**config.mk**
```make
export PLATFORM = sky130hd
export DESIGN_NAME = parallel_ports_b_c_d
export DESIGN_NICKNAME = d
export VERILOG_FILES = /design/src/pin_sync.v /design/src/port_bit_mux.v /design/src/parallel_ports_b_c_d.v
export VERILOG_INCLUDE_DIRS = /design/src /design/src/shared
export SDC_FILE = /design/constraint.sdc
export NUM_CORES = 1
export LEC_CHECK = 0
export ABC_AREA = 0
export BUFFER_PORTS_ARGS = -buffer_cell sky130_fd_sc_hd__buf_2
export CAP_MARGIN = 30
export CORE_MARGIN = 4
export CORE_UTILIZATION = 51
export DETAILED_ROUTE_END_ITERATION = 10
export PLACE_DENSITY = 0.78
export SETUP_SLACK_MARGIN = 0.1
export SKIP_LAST_GASP = 1
export SYNTH_ARGS = -nofsm -noshare
export SYNTH_HDL_FRONTEND = slang
export SYNTH_SLANG_ARGS = --single-unit
```
**constraint.sdc**
```tcl
create_clock -name ref_clk -period 1.37 [get_ports ref_clk]
set_input_delay 0.274 -clock ref_clk [delete_from_list [all_inputs] [get_ports ref_clk]]
set_output_delay 0.274 -clock ref_clk [all_outputs]
set_load 0.005 [all_outputs]
```
**src/shared/gpio_ports_defines.vh**
```
// Register offsets, field positions and masks for ports B, C and D
`ifndef GPIO_PORTS_DEFINES_VH
`define GPIO_PORTS_DEFINES_VH

// ==========================================================
// Register offsets
`define OFS_SER_DATA     4'h1
`define OFS_ANA_DATA     4'h2
`define OFS_CAP_DATA     4'h3
`define OFS_SER_DIR      4'h5
`define OFS_ANA_DIR      4'h6
`define OFS_CAP_DIR      4'h7
`define OFS_PERIPH_CTRL  4'h8

// ==========================================================
// Implemented bit masks
`define SER_MASK         8'hE0
`define ANA_MASK         8'hFF
`define CAP_DATA_MASK    8'hA0
`define CAP_DIR_MASK     8'h20
`define CAP_FIXED_ONE    8'h10
`define ANA_OUT_ON_MASK  8'h07
`define ANA_SHARED_MASK  8'hF8
`define DIR_RESET        8'h00

// ==========================================================
// Field positions
`define SER_CLK_BIT      7
`define SER_IN_BIT       6
`define SER_OUT_BIT      5
`define CAP_IN_BIT       7
`define CAP_BIDIR_BIT    5
`define CTRL_SER_EN      0
`define CTRL_SER_MASTER  1
`define CTRL_ADC_ON      2
`define CTRL_CHAN_LO     4
`define CTRL_CHAN_HI     5

`endif

```
**src/pin_sync.v**
```verilog
// Two-flop synchroniser for a bank of pin inputs
`timescale 1ns/1ps
`default_nettype none
module pin_sync #(
    parameter W = 8
) (
    // Clock and reset
    input  wire         ref_clk,
    input  wire         arst_n,
    // Data
    input  wire [W-1:0] async_in,
    output wire [W-1:0] sync_out
);
    reg [W-1:0] meta_ff;
    reg [W-1:0] sync_ff;

    always @(posedge ref_clk or negedge arst_n) begin
        if (!arst_n) begin
            meta_ff <= {W{1'b0}};
            sync_ff <= {W{1'b0}};
        end else begin
            meta_ff <= async_in;
            sync_ff <= meta_ff;
        end
    end

    assign sync_out = sync_ff;
endmodule
`default_nettype wire

```
**src/port_bit_mux.v**
```verilog
// Per-bit read selection between data latch and pin level
`timescale 1ns/1ps
`default_nettype none
module port_bit_mux (
    // Selection
    input  wire [7:0] dir_bits,
    input  wire [7:0] impl_mask,
    // Sources
    input  wire [7:0] latch_bits,
    input  wire [7:0] pin_bits,
    // Result
    output wire [7:0] read_bits
);
    genvar i;
    generate
        for (i = 0; i < 8; i = i + 1) begin : g_bit
            assign read_bits[i] = impl_mask[i] &
                (dir_bits[i] ? latch_bits[i] : pin_bits[i]);
        end
    endgenerate
endmodule
`default_nettype wire

```
**src/parallel_ports_b_c_d.v**
```verilog
// Parallel ports B, C and D with serial, converter and capture sharing
`timescale 1ns/1ps
`default_nettype none
`include "gpio_ports_defines.vh"

// How it works
// - Three-pin port doubles as serial clock, data-in, data-out when enabled.
// - Serial port data bits 7..5 read/write; reset leaves them unchanged.
// - Serial owns direction of its pins; direction bits still pick read source.
// - Serial clock pin drives in master mode, is input in slave mode.
// - One shared pin is serial data in, another serial data out.
// - Serial use leaves latch and direction intact; software need not reinitialise.
// - Reset clears serial port direction bits; 1 means output.
// - Direction one enables pin driver; zero leaves pin undriven.
// - Data writes always update latch, never the observed input.
// - Eight-pin port; five converter pins are plain I/O when converter off.
// - Eight-pin port data bits read/write; reset leaves them unchanged.
// - Converter on: bit 7 reference, bits 6..3 analog; only 2..0 drive.
// - Converter on: bit of the selected analog channel reads zero.
// - Eight-pin direction resets to zero; 1 means output.
// - Two-pin port: one bidirectional pin, one input-only capture pin.
// - Two-pin port direction bit 5 controls bidir pin; reset clears it.
// - Two-pin port data bits 7 and 5 read/write; reset leaves them.
module parallel_ports_b_c_d (
    // Clock and reset
    input  wire       ref_clk,
    input  wire       arst_n,
    // Register port
    input  wire [3:0] reg_addr,
    input  wire [7:0] reg_wdata,
    input  wire       reg_wr,
    input  wire       reg_rd,
    output reg  [7:0] reg_rdata,
    // Serial-shared pins, bits 7..5
    input  wire [2:0] ser_pin_in,
    output wire [2:0] ser_pin_out,
    output wire [2:0] ser_pin_oe_n,
    // Analog-shared pins
    input  wire [7:0] ana_pin_in,
    output wire [7:0] ana_pin_out,
    output wire [7:0] ana_pin_oe_n,
    // Capture-shared pins: bidir bit and input-only bit
    input  wire       bidir_pin_in,
    output wire       bidir_pin_out,
    output wire       bidir_pin_oe_n,
    input  wire       timer_capture_pin,
    // Synchronous serial port side
    input  wire       ser_clk_out,
    input  wire       ser_data_out,
    output wire       ser_clk_in,
    output wire       ser_data_in,
    // Converter and timer side
    output wire       adc_on,
    output wire [1:0] adc_channel,
    output wire       capture_in
);
    // ======================================================
    // Storage
    reg  [7:0] ser_data_ff;
    reg  [7:0] ser_dir_ff;
    reg  [7:0] ana_data_ff;
    reg  [7:0] ana_dir_ff;
    reg  [7:0] cap_data_ff;
    reg  [7:0] cap_dir_ff;
    reg  [7:0] ctrl_ff;
    reg  [7:0] nxt_rdata;

    wire [7:0] ser_pins_s;
    wire [7:0] ana_pins_s;
    wire [1:0] cap_pins_s;
    wire [7:0] ser_rd;
    wire [7:0] ana_rd;
    wire [7:0] cap_rd;

    wire       ser_en     = ctrl_ff[`CTRL_SER_EN];
    wire       ser_master = ctrl_ff[`CTRL_SER_MASTER];
    wire       conv_on    = ctrl_ff[`CTRL_ADC_ON];
    wire [1:0] chan       = ctrl_ff[`CTRL_CHAN_HI:`CTRL_CHAN_LO];

    function sel;
        input [3:0] a;
        input [3:0] ofs;
        begin
            sel = (a == ofs);
        end
    endfunction

    // ======================================================
    // Pin synchronisers
    pin_sync #(.W(8)) u_sync_ser (
        .ref_clk  (ref_clk),
        .arst_n   (arst_n),
        .async_in ({ser_pin_in, 5'h00}),
        .sync_out (ser_pins_s)
    );

    pin_sync #(.W(8)) u_sync_ana (
        .ref_clk  (ref_clk),
        .arst_n   (arst_n),
        .async_in (ana_pin_in),
        .sync_out (ana_pins_s)
    );

    pin_sync #(.W(2)) u_sync_cap (
        .ref_clk  (ref_clk),
        .arst_n   (arst_n),
        .async_in ({timer_capture_pin, bidir_pin_in}),
        .sync_out (cap_pins_s)
    );

    // ======================================================
    // Data latches: no reset, writes always land
    always @(posedge ref_clk) begin
        if (reg_wr && sel(reg_addr, `OFS_SER_DATA))
            ser_data_ff <= reg_wdata & `SER_MASK;
        if (reg_wr && sel(reg_addr, `OFS_ANA_DATA))
            ana_data_ff <= reg_wdata & `ANA_MASK;
        if (reg_wr && sel(reg_addr, `OFS_CAP_DATA))
            cap_data_ff <= reg_wdata & `CAP_DATA_MASK;
    end

    // ======================================================
    // Direction and control registers
    always @(posedge ref_clk or negedge arst_n) begin
        if (!arst_n) begin
            ser_dir_ff <= `DIR_RESET;
            ana_dir_ff <= `DIR_RESET;
            cap_dir_ff <= `DIR_RESET;
            ctrl_ff    <= 8'h00;
        end else if (reg_wr) begin
            if (sel(reg_addr, `OFS_SER_DIR))
                ser_dir_ff <= reg_wdata & `SER_MASK;
            if (sel(reg_addr, `OFS_ANA_DIR))
                ana_dir_ff <= reg_wdata & `ANA_MASK;
            if (sel(reg_addr, `OFS_CAP_DIR))
                cap_dir_ff <= reg_wdata & `CAP_DIR_MASK;
            if (sel(reg_addr, `OFS_PERIPH_CTRL))
                ctrl_ff <= reg_wdata & 8'h37;
        end
    end

    // ======================================================
    // Serial-shared port drivers
    // Serial port takes direction of its pins; latches stay intact,
    // so software must reinitialise only by its own choice.
    wire ser_clk_drv = ser_en ? ser_master
                              : ser_dir_ff[`SER_CLK_BIT];
    wire ser_in_drv  = ser_en ? 1'b0
                              : ser_dir_ff[`SER_IN_BIT];
    wire ser_out_drv = ser_en ? 1'b1
                              : ser_dir_ff[`SER_OUT_BIT];

    assign ser_pin_out[2] = ser_en ? ser_clk_out
                                   : ser_data_ff[`SER_CLK_BIT];
    assign ser_pin_out[1] = ser_data_ff[`SER_IN_BIT];
    assign ser_pin_out[0] = ser_en ? ser_data_out
                                   : ser_data_ff[`SER_OUT_BIT];
    assign ser_pin_oe_n   = ~{ser_clk_drv, ser_in_drv, ser_out_drv};

    // Slave clock and data-in come from the synchronised pins
    assign ser_clk_in  = ser_pins_s[`SER_CLK_BIT];
    assign ser_data_in = ser_pins_s[`SER_IN_BIT];

    // ======================================================
    // Analog-shared port drivers
    // Converter on: only the low three pins may drive
    wire [7:0] ana_drv = conv_on ? (ana_dir_ff & `ANA_OUT_ON_MASK)
                                 : ana_dir_ff;
    assign ana_pin_out  = ana_data_ff;
    assign ana_pin_oe_n = ~ana_drv;
    assign adc_on       = conv_on;
    assign adc_channel  = chan;

    // ======================================================
    // Capture-shared port drivers
    assign bidir_pin_out  = cap_data_ff[`CAP_BIDIR_BIT];
    assign bidir_pin_oe_n = ~cap_dir_ff[`CAP_BIDIR_BIT];
    assign capture_in     = cap_pins_s[1];

    // ======================================================
    // Read paths
    port_bit_mux u_mux_ser (
        .dir_bits   (ser_dir_ff),
        .impl_mask  (`SER_MASK),
        .latch_bits (ser_data_ff),
        .pin_bits   (ser_pins_s),
        .read_bits  (ser_rd)
    );

    port_bit_mux u_mux_ana (
        .dir_bits   (ana_dir_ff),
        .impl_mask  (`ANA_MASK),
        .latch_bits (ana_data_ff),
        .pin_bits   (ana_pins_s),
        .read_bits  (ana_rd)
    );

    // Input-only bit has no direction bit; it always reads the pin
    port_bit_mux u_mux_cap (
        .dir_bits   (cap_dir_ff),
        .impl_mask  (`CAP_DATA_MASK),
        .latch_bits (cap_data_ff),
        .pin_bits   ({cap_pins_s[1], 1'b0, cap_pins_s[0], 5'h00}),
        .read_bits  (cap_rd)
    );

    // Channel 0..3 sits on pin 6..3
    wire [7:0] chan_hole = conv_on ? (8'h40 >> chan) : 8'h00;

    always @* begin
        nxt_rdata = 8'h00;
        if (reg_rd) begin
            case (reg_addr)
                `OFS_SER_DATA:    nxt_rdata = ser_rd;
                `OFS_ANA_DATA:    nxt_rdata = ana_rd & ~chan_hole;
                `OFS_CAP_DATA:    nxt_rdata = cap_rd | `CAP_FIXED_ONE;
                `OFS_SER_DIR:     nxt_rdata = ser_dir_ff;
                `OFS_ANA_DIR:     nxt_rdata = ana_dir_ff;
                `OFS_CAP_DIR:     nxt_rdata = cap_dir_ff;
                `OFS_PERIPH_CTRL: nxt_rdata = ctrl_ff;
                default:          nxt_rdata = 8'h00;
            endcase
        end
    end

    // Read data valid the cycle after the strobe, zero otherwise
    always @(posedge ref_clk or negedge arst_n) begin
        if (!arst_n)
            reg_rdata <= 8'h00;
        else
            reg_rdata <= nxt_rdata;
    end
endmodule
`default_nettype wire

```
# Yosys cells after proc, flatten, opt, wreduce, memory -nomap -nowiden

Index checks and enable logic that the tools add are counted.

Register bits: 63
Bits of input ports: 31

Equality and inequality tests: 7
Shifts and indexed selects: 1
Muxes and demuxes: 21
Bitwise operators: 5
Reductions and logical operators: 7

Operators with widths:

| operator                                            | number |
|---|---|
| one-hot mux 8 bit (7 select lines)                  | 1 |
| 2-to-1 mux 8 bit                                    | 3 |
| 2-to-1 mux 1 bit                                    | 17 |
| NOT 8 bit                                           | 2 |
| equality test 4 x 3 -> 1 bit, second input constant | 3 |
| AND 8 bit                                           | 1 |
| equality test 4 x 2 -> 1 bit, second input constant | 2 |
| AND reduction 2 bit                                 | 4 |
| right shift 7 x 2 -> 8 bit, first input constant    | 1 |
| equality test 4 x 1 -> 1 bit, second input constant | 1 |
| equality test 4 bit, second input constant          | 1 |
| logical AND 1 bit                                   | 3 |
| NOT 3 bit                                           | 1 |
| NOT 1 bit                                           | 1 |

# Logic depth before layout (Yosys ltp)

Gate-level depths: netlist of run 1.

Word-level depth: 6
Gate-level depth with buffers: 5
Depth with buffers taken out: 3

# Modules after synthesis

Synthesis of run 1 repeated with hierarchy kept, for this count alone.

Cells, all modules: 242
Area total of the unflattened synthesis: 3256.9 um^2

Modules (own cells, without submodules):

| module                    | times used | cells each | area each (um^2) |
|---|---|---|---|
| parallel_ports_b_c_d      | 1          | 158        | 1965.6 |
| pin_sync (u_sync_ana ...) | 2          | 16         | 400.4 |
| port_bit_mux              | 3          | 16         | 130.1 |
| pin_sync (u_sync_cap)     | 1          | 4          | 100.1 |

# Worst setup path after synthesis of run 1

No wires, ideal clock.

Kind: input to register
Start point: input port reg_addr[3]
End point: register ana_data_ff[0] (netlist: ana_pin_out[0]) (enable)
Data arrival time: 1.182 ns
Required time: 1.038 ns
Setup slack: -0.143 ns
Cell stages on the path: 3
Buffers on the path: 1
Path through: buf_2 -> nor4b_4 -> and2_1

Cells in the longest elaborated chain, start to end: 2

RTL lines:

| element                      | line                       | source |
|---|---|---|
| from (decl)                  | parallel_ports_b_c_d.v:29  | `input wire [3:0] reg_addr,` |
| equality test 4 x 2 -> 1 bit | parallel_ports_b_c_d.v:84  | `sel = (a == ofs);` |
| logical AND 1 bit            | parallel_ports_b_c_d.v:116 | `` if (reg_wr && sel(reg_addr, `OFS_ANA_DATA)) `` |
| to (signal assigned)         | parallel_ports_b_c_d.v:117 | `` ana_data_ff <= reg_wdata & `ANA_MASK; `` |
| to (decl)                    | parallel_ports_b_c_d.v:61  | `reg [7:0] ana_data_ff;` |

No other way between the ends.
A chain may end at the register's enable or synchronous reset.

# Worst setup path in the final report of run 1

Start point: register ctrl_ff[0]
End point: output port ser_pin_out[2]

Cells in the longest elaborated chain, start to end: 1

RTL lines:

| element                | line                       | source |
|---|---|---|
| from (decl)            | parallel_ports_b_c_d.v:65  | `reg [7:0] ctrl_ff;` |
| from (signal assigned) | parallel_ports_b_c_d.v:138 | `ctrl_ff <= reg_wdata & 8'h37;` |
| 2-to-1 mux 1 bit       | parallel_ports_b_c_d.v:153 | `assign ser_pin_out[2] = ser_en ? ser_clk_out` |
| to (decl)              | parallel_ports_b_c_d.v:36  | `output wire [2:0] ser_pin_out,` |

No other way between the ends.

==> qor.csv, run 1 <==
metric,value,unit
outcome,"complete, but fails checks",
violated checks,setup timing,
Post-DP HPWL,4.12,mm
"Cell Chain, Critical Path",mux2_4 -> buf_6,
filler instances,334,
dominant cell by count in the synthesized netlist,dfrtp_1,
Gate Count Post-Synth,170,
cts bufs inserted,9,
H-tree levels,3,
Post-synth top flop,dfrtp_1,
clock skew,0.00696,ns
CTS tree,built,
layout cell share with drive strength beyond 1,59.3,%
max-cap violation count,0,
P_int,3880,uW
Yosys warnings,0,
unrepaired setup endpoints after global routing,true,
Synth Register Bits,63,
TritonRoute pass-1 iters,4,
Worst Hold Class,in -> reg,
Placer Congestion,0.844,
Synth top cells by count,"dfrtp_1 (51), mux2_2 (22), edfxtp_1 (12)",
Final Hold Fails,0,
Iter 0 DRT Violations,113,
Max Clk Rate,657,MHz
CP max stage delay,0.47,ns
grt total ovfl,0,
I/O Pins,69,
# diodes,0,
switch share,24.2,%
mapped cell area,2540,sq um
Flop pwr share,44.1,%
largest net degree at the start of global routing,52,
Required @ worst endpoint,1.10,ns
Synth cell types,41,
asr flop ratio synth,81.0,%
Clock transition at path regs,0.07,ns
full die area,6170,sq um
final hold slack,0.0326,ns
fin crit period,1.52,ns
nets,301,
Area contributors post-synth,"dfrtp_1 (50%), edfxtp_1 (14%), mux2_2 (9.8%)",
average cell area after synthesis,14.9,sq um
PortBufs,68,
initial cell density of the core,53.0,%
Final Cycle Share,111,%
# setup viols final,5,
num rows,25,
Crit. End Element,output pin,
Max Slew Vio Count,0,
number of global-route vias before repair,2012,
logic gate share of total power,16.2,%
worst slew pin tran,0.454,ns
Worst EP arrival,1.25,ns
vias per cell,5.33,
P_sw,1230,uW
antenna violations before repair,0,
worst setup path class,reg -> out,
setup total negative slack,-0.632,ns
Final WS setup,-0.153,ns
Die Wd,78.6,um
Die Y,78.6,um
"Net Count, Synth",201,
# clock sinks,63,
CP max stage cell,dfrtp_2,
maximum clock insertion buffer count,2,
WL final,6.07,mm
vias,1822,
Area Growth Syn to Fin,37.4,%
Critical Path Start Type,register,
drt drc,0,
first-pass GRT wire length,10.0,mm
Slew HR,69.7,%
fin cells,342,
WL per Instance,17.8,um
CORE AREA,4790,sq um
Post-synth EDFFs,12,
worst-path maximum fanout,5,
dominant cell type by area after synthesis,dfrtp_1,
CTS root buf,clkbuf_8,
power density over the cells,1470,nW/um^2
worst vdd ir,0.957,mV
Yosys top cell area share,50.3,%
Final ANT Viol Nets,0,
Overall Global Routing Usage,21.8,%
clk_lat worst skew,0.34,ns
register area share after synthesis,64.5,%
sequential cell area,1640,sq um
footprint of the multi-input gates,862,sq um
Clk pwr share,39.7,%
Placed Cells incl. Taps,320,
"Power, Total",5110,uW
Static Leak,0.00162,uW
## cell type report
class / instances / share of cell area (%)
Clock buffer: 11 / 4.34
Clock inverter: 5 / 2.98
Inverter: 7 / 0.825
Multi-Input combinational cell: 90 / 24.7
Sequential cell: 63 / 47.0
Tap cell: 67 / 2.40
Timing Repair Buffer: 99 / 17.7
## through the flow
step	instance area (sq um)	setup WS [ns]	util (%)
detailed placement	3110	-0.133	65.0
global placement	3110	-0.105	65.0
floorplan	2570	-0.00560	-
CTS	3430	-0.150	71.7
global route	3490	-0.215	72.9
finish	3490	-0.153	72.9
## worst paths after layout
kind,startpoint,to,depth (start not counted),slack (ns)
setup / recovery,ctrl_ff[0],ser_pin_out[2],2,-0.15
hold / removal,timer_capture_pin,u_sync_cap.meta_ff[1],1,0.03
setup reg to reg,ser_dir_ff[5],reg_rdata[5],3,0.16
hold reg to reg,u_sync_ana.meta_ff[1],u_sync_ana.sync_out[1],0,0.35
max in group asynchronous,arst_n,ctrl_ff[5],3,0.69
min in group asynchronous,arst_n,reg_rdata[2],3,0.45
## what timing repair did
item | 4_1_cts | 5_1_grt
pin swaps | 1 | 4
gates cloned | 0 | 0
buffers inserted | 4 | 1
endpoints found under the hold margin | 51 | 0
setup endpoints to repair | 11 | 15
hold buffers | 1 | 0
resized for setup | 8 | 13
## worst max-delay path, delay by kind of cell (launching register included)
kind | cells | cell delay [ns]
DFF | 1 | 0.47
buffers and inverters | 1 | 0.12
muxes | 1 | 0.32
## per-layer routing
metal,global-route usage [%],vias to the layer above,part of all wire [%]
met2,31.6,71,47
met5,0,-,0
met3,6.19,22,5.9
met1,29.2,899,44
met4,12.6,0,3.5
li1,-,830,-
## flip-flops by register name (all words and copies together), names as in the netlist
signal,count
u_sync_ser.meta_ff,3
ser_data_ff,3
u_sync_cap.meta_ff,2
ctrl_ff,5
u_sync_cap.sync_out,2
cap_data_ff,1
u_sync_ser.sync_out,3
u_sync_ana.meta_ff,8
ana_dir_ff,8
reg_rdata,8
ser_dir_ff,3
cap_dir_ff,1
u_sync_ana.sync_out,8
ana_pin_out,8
## logic make-up (layout without fill, tap and decap cells)
group,Yosys count,count (layout),synth area share [%]
DFF,63,63,64.5
and+or+nand+nor,36,36,10.8
muxes,28,28,13.1
AOI/OAI and AO/OA,26,26,7.89
buffers and inverters,17,122,3.70
## cell usage in the layout, fill, tap and decap left out, drive strengths merged, types with 3 or more instances in the layout
| cell | Yosys | routed |
|---|---|---|
| and3b | 3 | 3 |
| nor4b | 3 | 3 |
| a32oi | 7 | 7 |
| mux2 | 27 | 27 |
| a21oi | 4 | 4 |
| inv | 7 | 7 |
| nand2 | 8 | 8 |
| o2111ai | 4 | 4 |
| bufinv | 0 | 3 |
| nor2 | 3 | 3 |
| buf | 8 | 98 |
| clkbuf | 2 | 11 |
| edfxtp | 12 | 12 |
| dfrtp | 51 | 51 |
| nor2b | 3 | 3 |
## power by group through the flow
stage,Combinational [uW],Sequential [uW],Clock (uW)
floorplan,398,2220,0
global placement,677,2260,0
detailed placement,693,2270,0
CTS,776,2240,2040
global route,897,2270,2150
finish,829,2250,2030
(Power assumes the default switching activity.)
==> inputs of run 2 (changes only) <==
BUFFER_PORTS_ARGS = -buffer_cell sky130_fd_sc_hd__buf_4   (was -buffer_cell sky130_fd_sc_hd__buf_2)
==> run 2 against run 1 <==
  * The flow still finishes with violations (setup timing)
  * Cell count shrank 1.8%
  * Clock skew shrank 0.0025 ns
  * Hold slack lost 0.00086 ns
  * Fmax up 0.29%
  * Count of clock-buffer cells in the layout is 1 higher
  * Die area is the same
  * Combinational power rose by 12%
  * Sequential share of layout area decreased by 0.47 points
  * Sequential cell count did not move
  * Via count fell by 2.7%
  * Critical path type unchanged
  * Largest cell class unchanged
  * Largest power group unchanged
==> qor.csv, run 2 (same netlist as run 1, synthesis figures left out) <==
metric,value,unit,change
Worst Hold Class,in -> reg,,unchanged
Final Cycle Share,111,%,about the same
cts bufs inserted,9,,unchanged
worst vdd ir,0.928,mV,was 0.957 mV
max-cap violation count,0,,unchanged
worst-path maximum fanout,5,,unchanged
Post-Place Setup Slack,-0.0564,ns,was -0.133 ns
area of placed instances,3250,sq um,was 3110 sq um
worst setup path class,reg -> out,,unchanged
Clock transition at path regs,0.06,ns,was 0.07 ns
power density over the cells,1280,nW/um^2,was 1470 nW/um^2
worst slew pin tran,0.399,ns,was 0.454 ns
nets,295,,was 301
maximum clock insertion buffer count,2,,unchanged
unrepaired setup endpoints after global routing,true,,unchanged
Placer Congestion,0.810,,was 0.844
H-tree levels,3,,unchanged
outcome,"complete, but fails checks",,unchanged
CTS tree,built,,unchanged
TritonRoute pass-1 iters,4,,unchanged
vias,1773,,"was 1,822"
PortBufs,68,,unchanged
WL per Instance,18.0,um,was 17.8 um
Final ANT Viol Nets,0,,unchanged
Die Wd,78.6,um,unchanged
violated checks,setup timing,,unchanged
Max Clk Rate,659,MHz,was 657 MHz
Static Leak,0.00160,uW,was 0.00162 uW
Area Growth Syn to Fin,38.8,%,was 37.4%
Critical Path Start Type,register,,unchanged
most frequent cells in the layout,"buf_4 (80), dfrtp_1 (48), mux2_2 (20)",,"was buf_2 (65), dfrtp_1 (48), buf_4 (26)"
initial cell density of the core,53.0,%,unchanged
post-layout util,73.6,%,was 72.9%
Hold Crit Depth,1,,unchanged
Final WS setup,-0.148,ns,was -0.153 ns
fin crit period,1.52,ns,about the same
grt total ovfl,0,,unchanged
full die area,6170,sq um,unchanged
CTS root buf,clkbuf_8,,unchanged
largest net degree at the start of global routing,27,,was 52
Final Hold Fails,0,,unchanged
num rows,25,,unchanged
clk_lat worst skew,0.34,ns,about the same
CORE AREA,4790,sq um,unchanged
"commonest non-fill, non-tap cell in the layout",buf_4,,was buf_2
Iter 0 DRT Violations,100,,was 113
Post-Layout Inst Area,3520,sq um,was 3490 sq um
# clock sinks,63,,unchanged
filler instances,319,,was 334
Slew HR,73.4,%,was 69.7%
layout cell share with drive strength beyond 1,57.2,%,was 59.3%
drt drc,0,,unchanged
Required @ worst endpoint,1.10,ns,about the same
clock skew,0.00446,ns,was 0.00696 ns
vias per cell,5.28,,was 5.33
"Power, Total",4520,uW,was 5110 uW
Post-DP HPWL,4.27,mm,was 4.12 mm
Worst EP arrival,1.24,ns,was 1.25 ns
Overall Global Routing Usage,21.2,%,was 21.8%
worst r2r path cells,3,,unchanged
WL final,6.04,mm,was 6.07 mm
first-pass GRT wire length,9.52,mm,was 10.0 mm
number of global-route vias before repair,1846,,"was 2,012"
antenna violations before repair,0,,unchanged
Crit. End Element,output pin,,unchanged
Die Y,78.6,um,unchanged
footprint of the multi-input gates,850,sq um,was 862 sq um
sequential cell area,1640,sq um,unchanged
I/O Pins,69,,unchanged
Max Slew Vio Count,0,,unchanged
# setup viols final,5,,unchanged
# diodes,0,,unchanged
-- run 2: power by group --
part           switching [uW]  internal, uW
clock                     682           647
combinational             352           576
sequential                175          2080
total                    1210          3310
-- run 2: final cells by class --
| class | instances | share of cell area [%] |
|---|---|---|
| Clock buffer | 12 | 3.84 |
| Clock inverter | 4 | 0.639 |
| Inverter | 7 | 0.817 |
| Multi-Input combinational cell | 90 | 24.1 |
| Sequential cell | 63 | 46.6 |
| Tap cell | 67 | 2.38 |
| Timing Repair Buffer | 93 | 21.7 |
-- run 2: layer usage --
metal	part of all wire [%]	global-route usage [%]	vias to the layer above
met3	5.2	6.65	10
met5	0	0	-
met1	43	27.0	889
met4	2.4	10.1	0
met2	49	33.1	53
li1	-	-	821
-- run 2: repair_timing --
item	4_1_cts	5_1_grt
endpoints found under the setup margin	11	15
pin swaps	1	2
gates cloned	0	0
resized for setup	17	8
endpoints found under the hold margin	25	0
hold buffers	1	0
setup buffers	4	1
-- run 2: critical path: stages, from the launching register on --
cell	delay, ns
dfrtp_2	0.46
mux2_4	0.32
buf_6	0.12
-- run 2: metrics by stage --
step                      hold WS (ns)  cells  setup TNS [ns]
after global routing            0.0139    336          -0.902
final                           0.0318    336          -0.601
after CTS                       0.0221    335          -0.673
after global placement           0.202    314          -0.281
after floorplan                -0.0216    170         -0.0280
after detailed placement         0.203    314          -0.643
-- run 2: worst paths after layout --
| check | endpoint | from | slack [ns] |
|---|---|---|---|
| worst max-delay path | ser_pin_out[2] | ctrl_ff[0] | -0.15 |
| worst min-delay path | u_sync_ana.meta_ff[1] | ana_pin_in[1] | 0.03 |
| worst max register to register | reg_rdata[5] | ser_dir_ff[5] | 0.16 |
| worst min register to register | u_sync_ana.sync_out[7] | u_sync_ana.meta_ff[7] | 0.35 |
| max in group asynchronous | u_sync_cap.sync_out[1] | arst_n | 0.54 |
| min in group asynchronous | ctrl_ff[1] | arst_n | 0.38 |
==> inputs of run 3 (changes only) <==
CORE_UTILIZATION = 54   (was 51)
PLACE_DENSITY = 0.82   (was 0.78)
clock period = 1.9 ns   (was 1.37 ns; I/O delays follow)
==> run 3 against run 2 <==
  * The run now ends clean
  * Sequential cell count unchanged
  * Critical path depth up 1
  * Via count is 3.3% lower
  * Combinational power shrank 44%
  * First-iteration DRC count up 84%
  * Core utilization is 0.45 points higher
  * Count of clock-buffer cells in the layout down 3
  * Non-clock buffer count shrank 22
  * Register-to-register slack improved by 0.44 ns
  * Clock skew about the same
  * Hold slack better by 0.029 ns
  * Global-route usage is essentially flat
==> qor.csv, run 3 (same netlist as run 1, synthesis figures left out) <==
metric,value,unit,change
Die Wd,76.6,um,was 78.6 um
CTS root buf,clkbuf_8,,unchanged
switch share,24.9,%,was 26.8%
CORE AREA,4440,sq um,was 4790 sq um
"commonest non-fill, non-tap cell in the layout",buf_4,,unchanged
P_int,2550,uW,was 3310 uW
WL final,5.61,mm,was 6.04 mm
H-tree levels,3,,unchanged
Worst Hold Class,in -> async,,was in -> reg
Final Cycle Share,88.1,%,
worst-path maximum fanout,7,,was 5
I/O Pins,69,,unchanged
Max Slew Vio Count,0,,unchanged
most frequent cells in the layout,"buf_4 (71), dfrtp_1 (50), mux2_2 (22)",,"was buf_4 (80), dfrtp_1 (48), mux2_2 (20)"
P_sw,846,uW,was 1210 uW
logic gate share of total power,15.3,%,was 20.6%
area of placed instances,3070,sq um,was 3250 sq um
Placer Congestion,0.800,,was 0.810
antenna violations before repair,0,,unchanged
Final WS setup,0.226,ns,was -0.148 ns
Crit. End Element,output pin,,unchanged
worst setup path class,reg -> out,,unchanged
Clk pwr share,36.8,%,was 29.4%
grt total ovfl,0,,unchanged
vias per cell,5.74,,was 5.28
clk_lat worst skew,0.34,ns,about the same
unrepaired setup endpoints after global routing,false,,was true
post-layout util,74.1,%,was 73.6%
clock skew,0.00468,ns,was 0.00446 ns
Critical Path Start Type,register,,unchanged
Flop pwr share,47.9,%,was 50.0%
first-pass GRT wire length,9.37,mm,was 9.52 mm
Post-DP HPWL,4.07,mm,was 4.27 mm
Max Clk Rate,597,MHz,
num rows,24,,was 25
vias,1715,,"was 1,773"
nets,273,,was 295
drt drc,0,,unchanged
layout cell share with drive strength beyond 1,49.4,%,was 57.2%
Iter 0 DRT Violations,184,,was 100
CTS tree,built,,unchanged
setup total negative slack,0,ns,was -0.601 ns
initial cell density of the core,57.1,%,was 53.0%
worst r2r path cells,3,,unchanged
Post-Place Setup Slack,0.206,ns,was -0.0564 ns
# setup viols final,0,,was 5
# diodes,0,,unchanged
cts bufs inserted,9,,unchanged
Die Y,76.6,um,was 78.6 um
worst slew pin tran,0.620,ns,was 0.399 ns
WL per Instance,18.8,um,was 18.0 um
Slew HR,58.7,%,was 73.4%
full die area,5860,sq um,was 6170 sq um
Clock transition at path regs,0.07,ns,was 0.06 ns
Overall Global Routing Usage,21.3,%,was 21.2%
TritonRoute pass-1 iters,4,,unchanged
Required @ worst endpoint,1.52,ns,was 1.10 ns
Area Growth Syn to Fin,29.7,%,was 38.8%
number of global-route vias before repair,1782,,"was 1,846"
fin crit period,1.67,ns,
power density over the cells,1030,nW/um^2,was 1280 nW/um^2
largest net degree at the start of global routing,52,,was 27
max-cap violation count,0,,unchanged
maximum clock insertion buffer count,2,,unchanged
# clock sinks,63,,unchanged
worst vdd ir,0.845,mV,was 0.928 mV
Static Leak,0.00148,uW,was 0.00160 uW
Final ANT Viol Nets,0,,unchanged
Worst EP arrival,1.29,ns,was 1.24 ns
CTS Hold Buffers Added,0,,was 1
outcome,"complete, no violations",,"was complete, but fails checks"
Post-Layout Inst Area,3290,sq um,was 3520 sq um
PortBufs,68,,unchanged
"Power, Total",3400,uW,was 4520 uW
Final Hold Fails,0,,unchanged
run 3: cell types whose count changed in the layout (fill, tap and decap cells not counted), moves of 3 or more:
cell / delta
buf_6: -10
buf_4: -9
nand2_1: +5
nand2_2: -4
clkbuf_1: -3
run 3: worst max-delay path, stage by stage (launching register included):
cell and delay [ns]:
dfrtp_1 0.47, inv_1 0.22, nand2_1 0.12, buf_4 0.15
run 3: cell type report:
type	instances	area, sq um
clock inverter	7	97.6
timing repair buffer	71	533
sequential	63	1640
tap	52	65.1
fill	315	1150
clock buffer	9	124
inverter	7	26.3
multi-input combinational	90	808
run 3: repair_timing:
item | 4_1_cts | 5_1_grt
hold endpoints to repair | 0 | 0
resized for setup | 0 | 1
setup buffers | 0 | 0
endpoints found under the setup margin | 0 | 2
run 3: power by group through the flow:
stage          Clock (uW)  Combinational (uW)  Sequential (uW)
2_1_floorplan           0                 282             1600
3_3_place_gp            0                 510             1650
3_5_place_dp            0                 524             1650
4_1_cts              1280                 526             1620
5_1_grt              1350                 566             1640
6_report             1250                 520             1630
run 3: worst paths after layout:
kind | from | to | slack, ns
worst max-delay path | ctrl_ff[2] | ana_pin_oe_n[7] | 0.23
worst min-delay path | arst_n | reg_rdata[2] | 0.06
worst max register to register | ctrl_ff[2] | reg_rdata[6] | 0.60
worst min register to register | u_sync_cap.meta_ff[1] | u_sync_cap.sync_out[1] | 0.35
max in group asynchronous | arst_n | ctrl_ff[0] | 1.40
min in group ref_clk | ana_pin_in[4] | u_sync_ana.meta_ff[4] | 0.14
run 3: routing by layer:
metal / share of wire [%] / wire [um] / vias to the layer above / track usage, %
met3: 7.6 / 427 / 11 / 8.63
met1: 39 / 2210 / 854 / 26.5
met4: 1.8 / 99 / 0 / 8.15
li1: - / - / 777 / -
met5: 0 / 0 / - / 0
met2: 51 / 2870 / 73 / 33.2
run 3: through the flow:
stage               instances  hold WS [ns]
global route              299         0.102
global placement          283         0.332
CTS                       299        0.0652
detailed placement        283         0.336
floorplan                 170        0.0844
finish                    299        0.0606
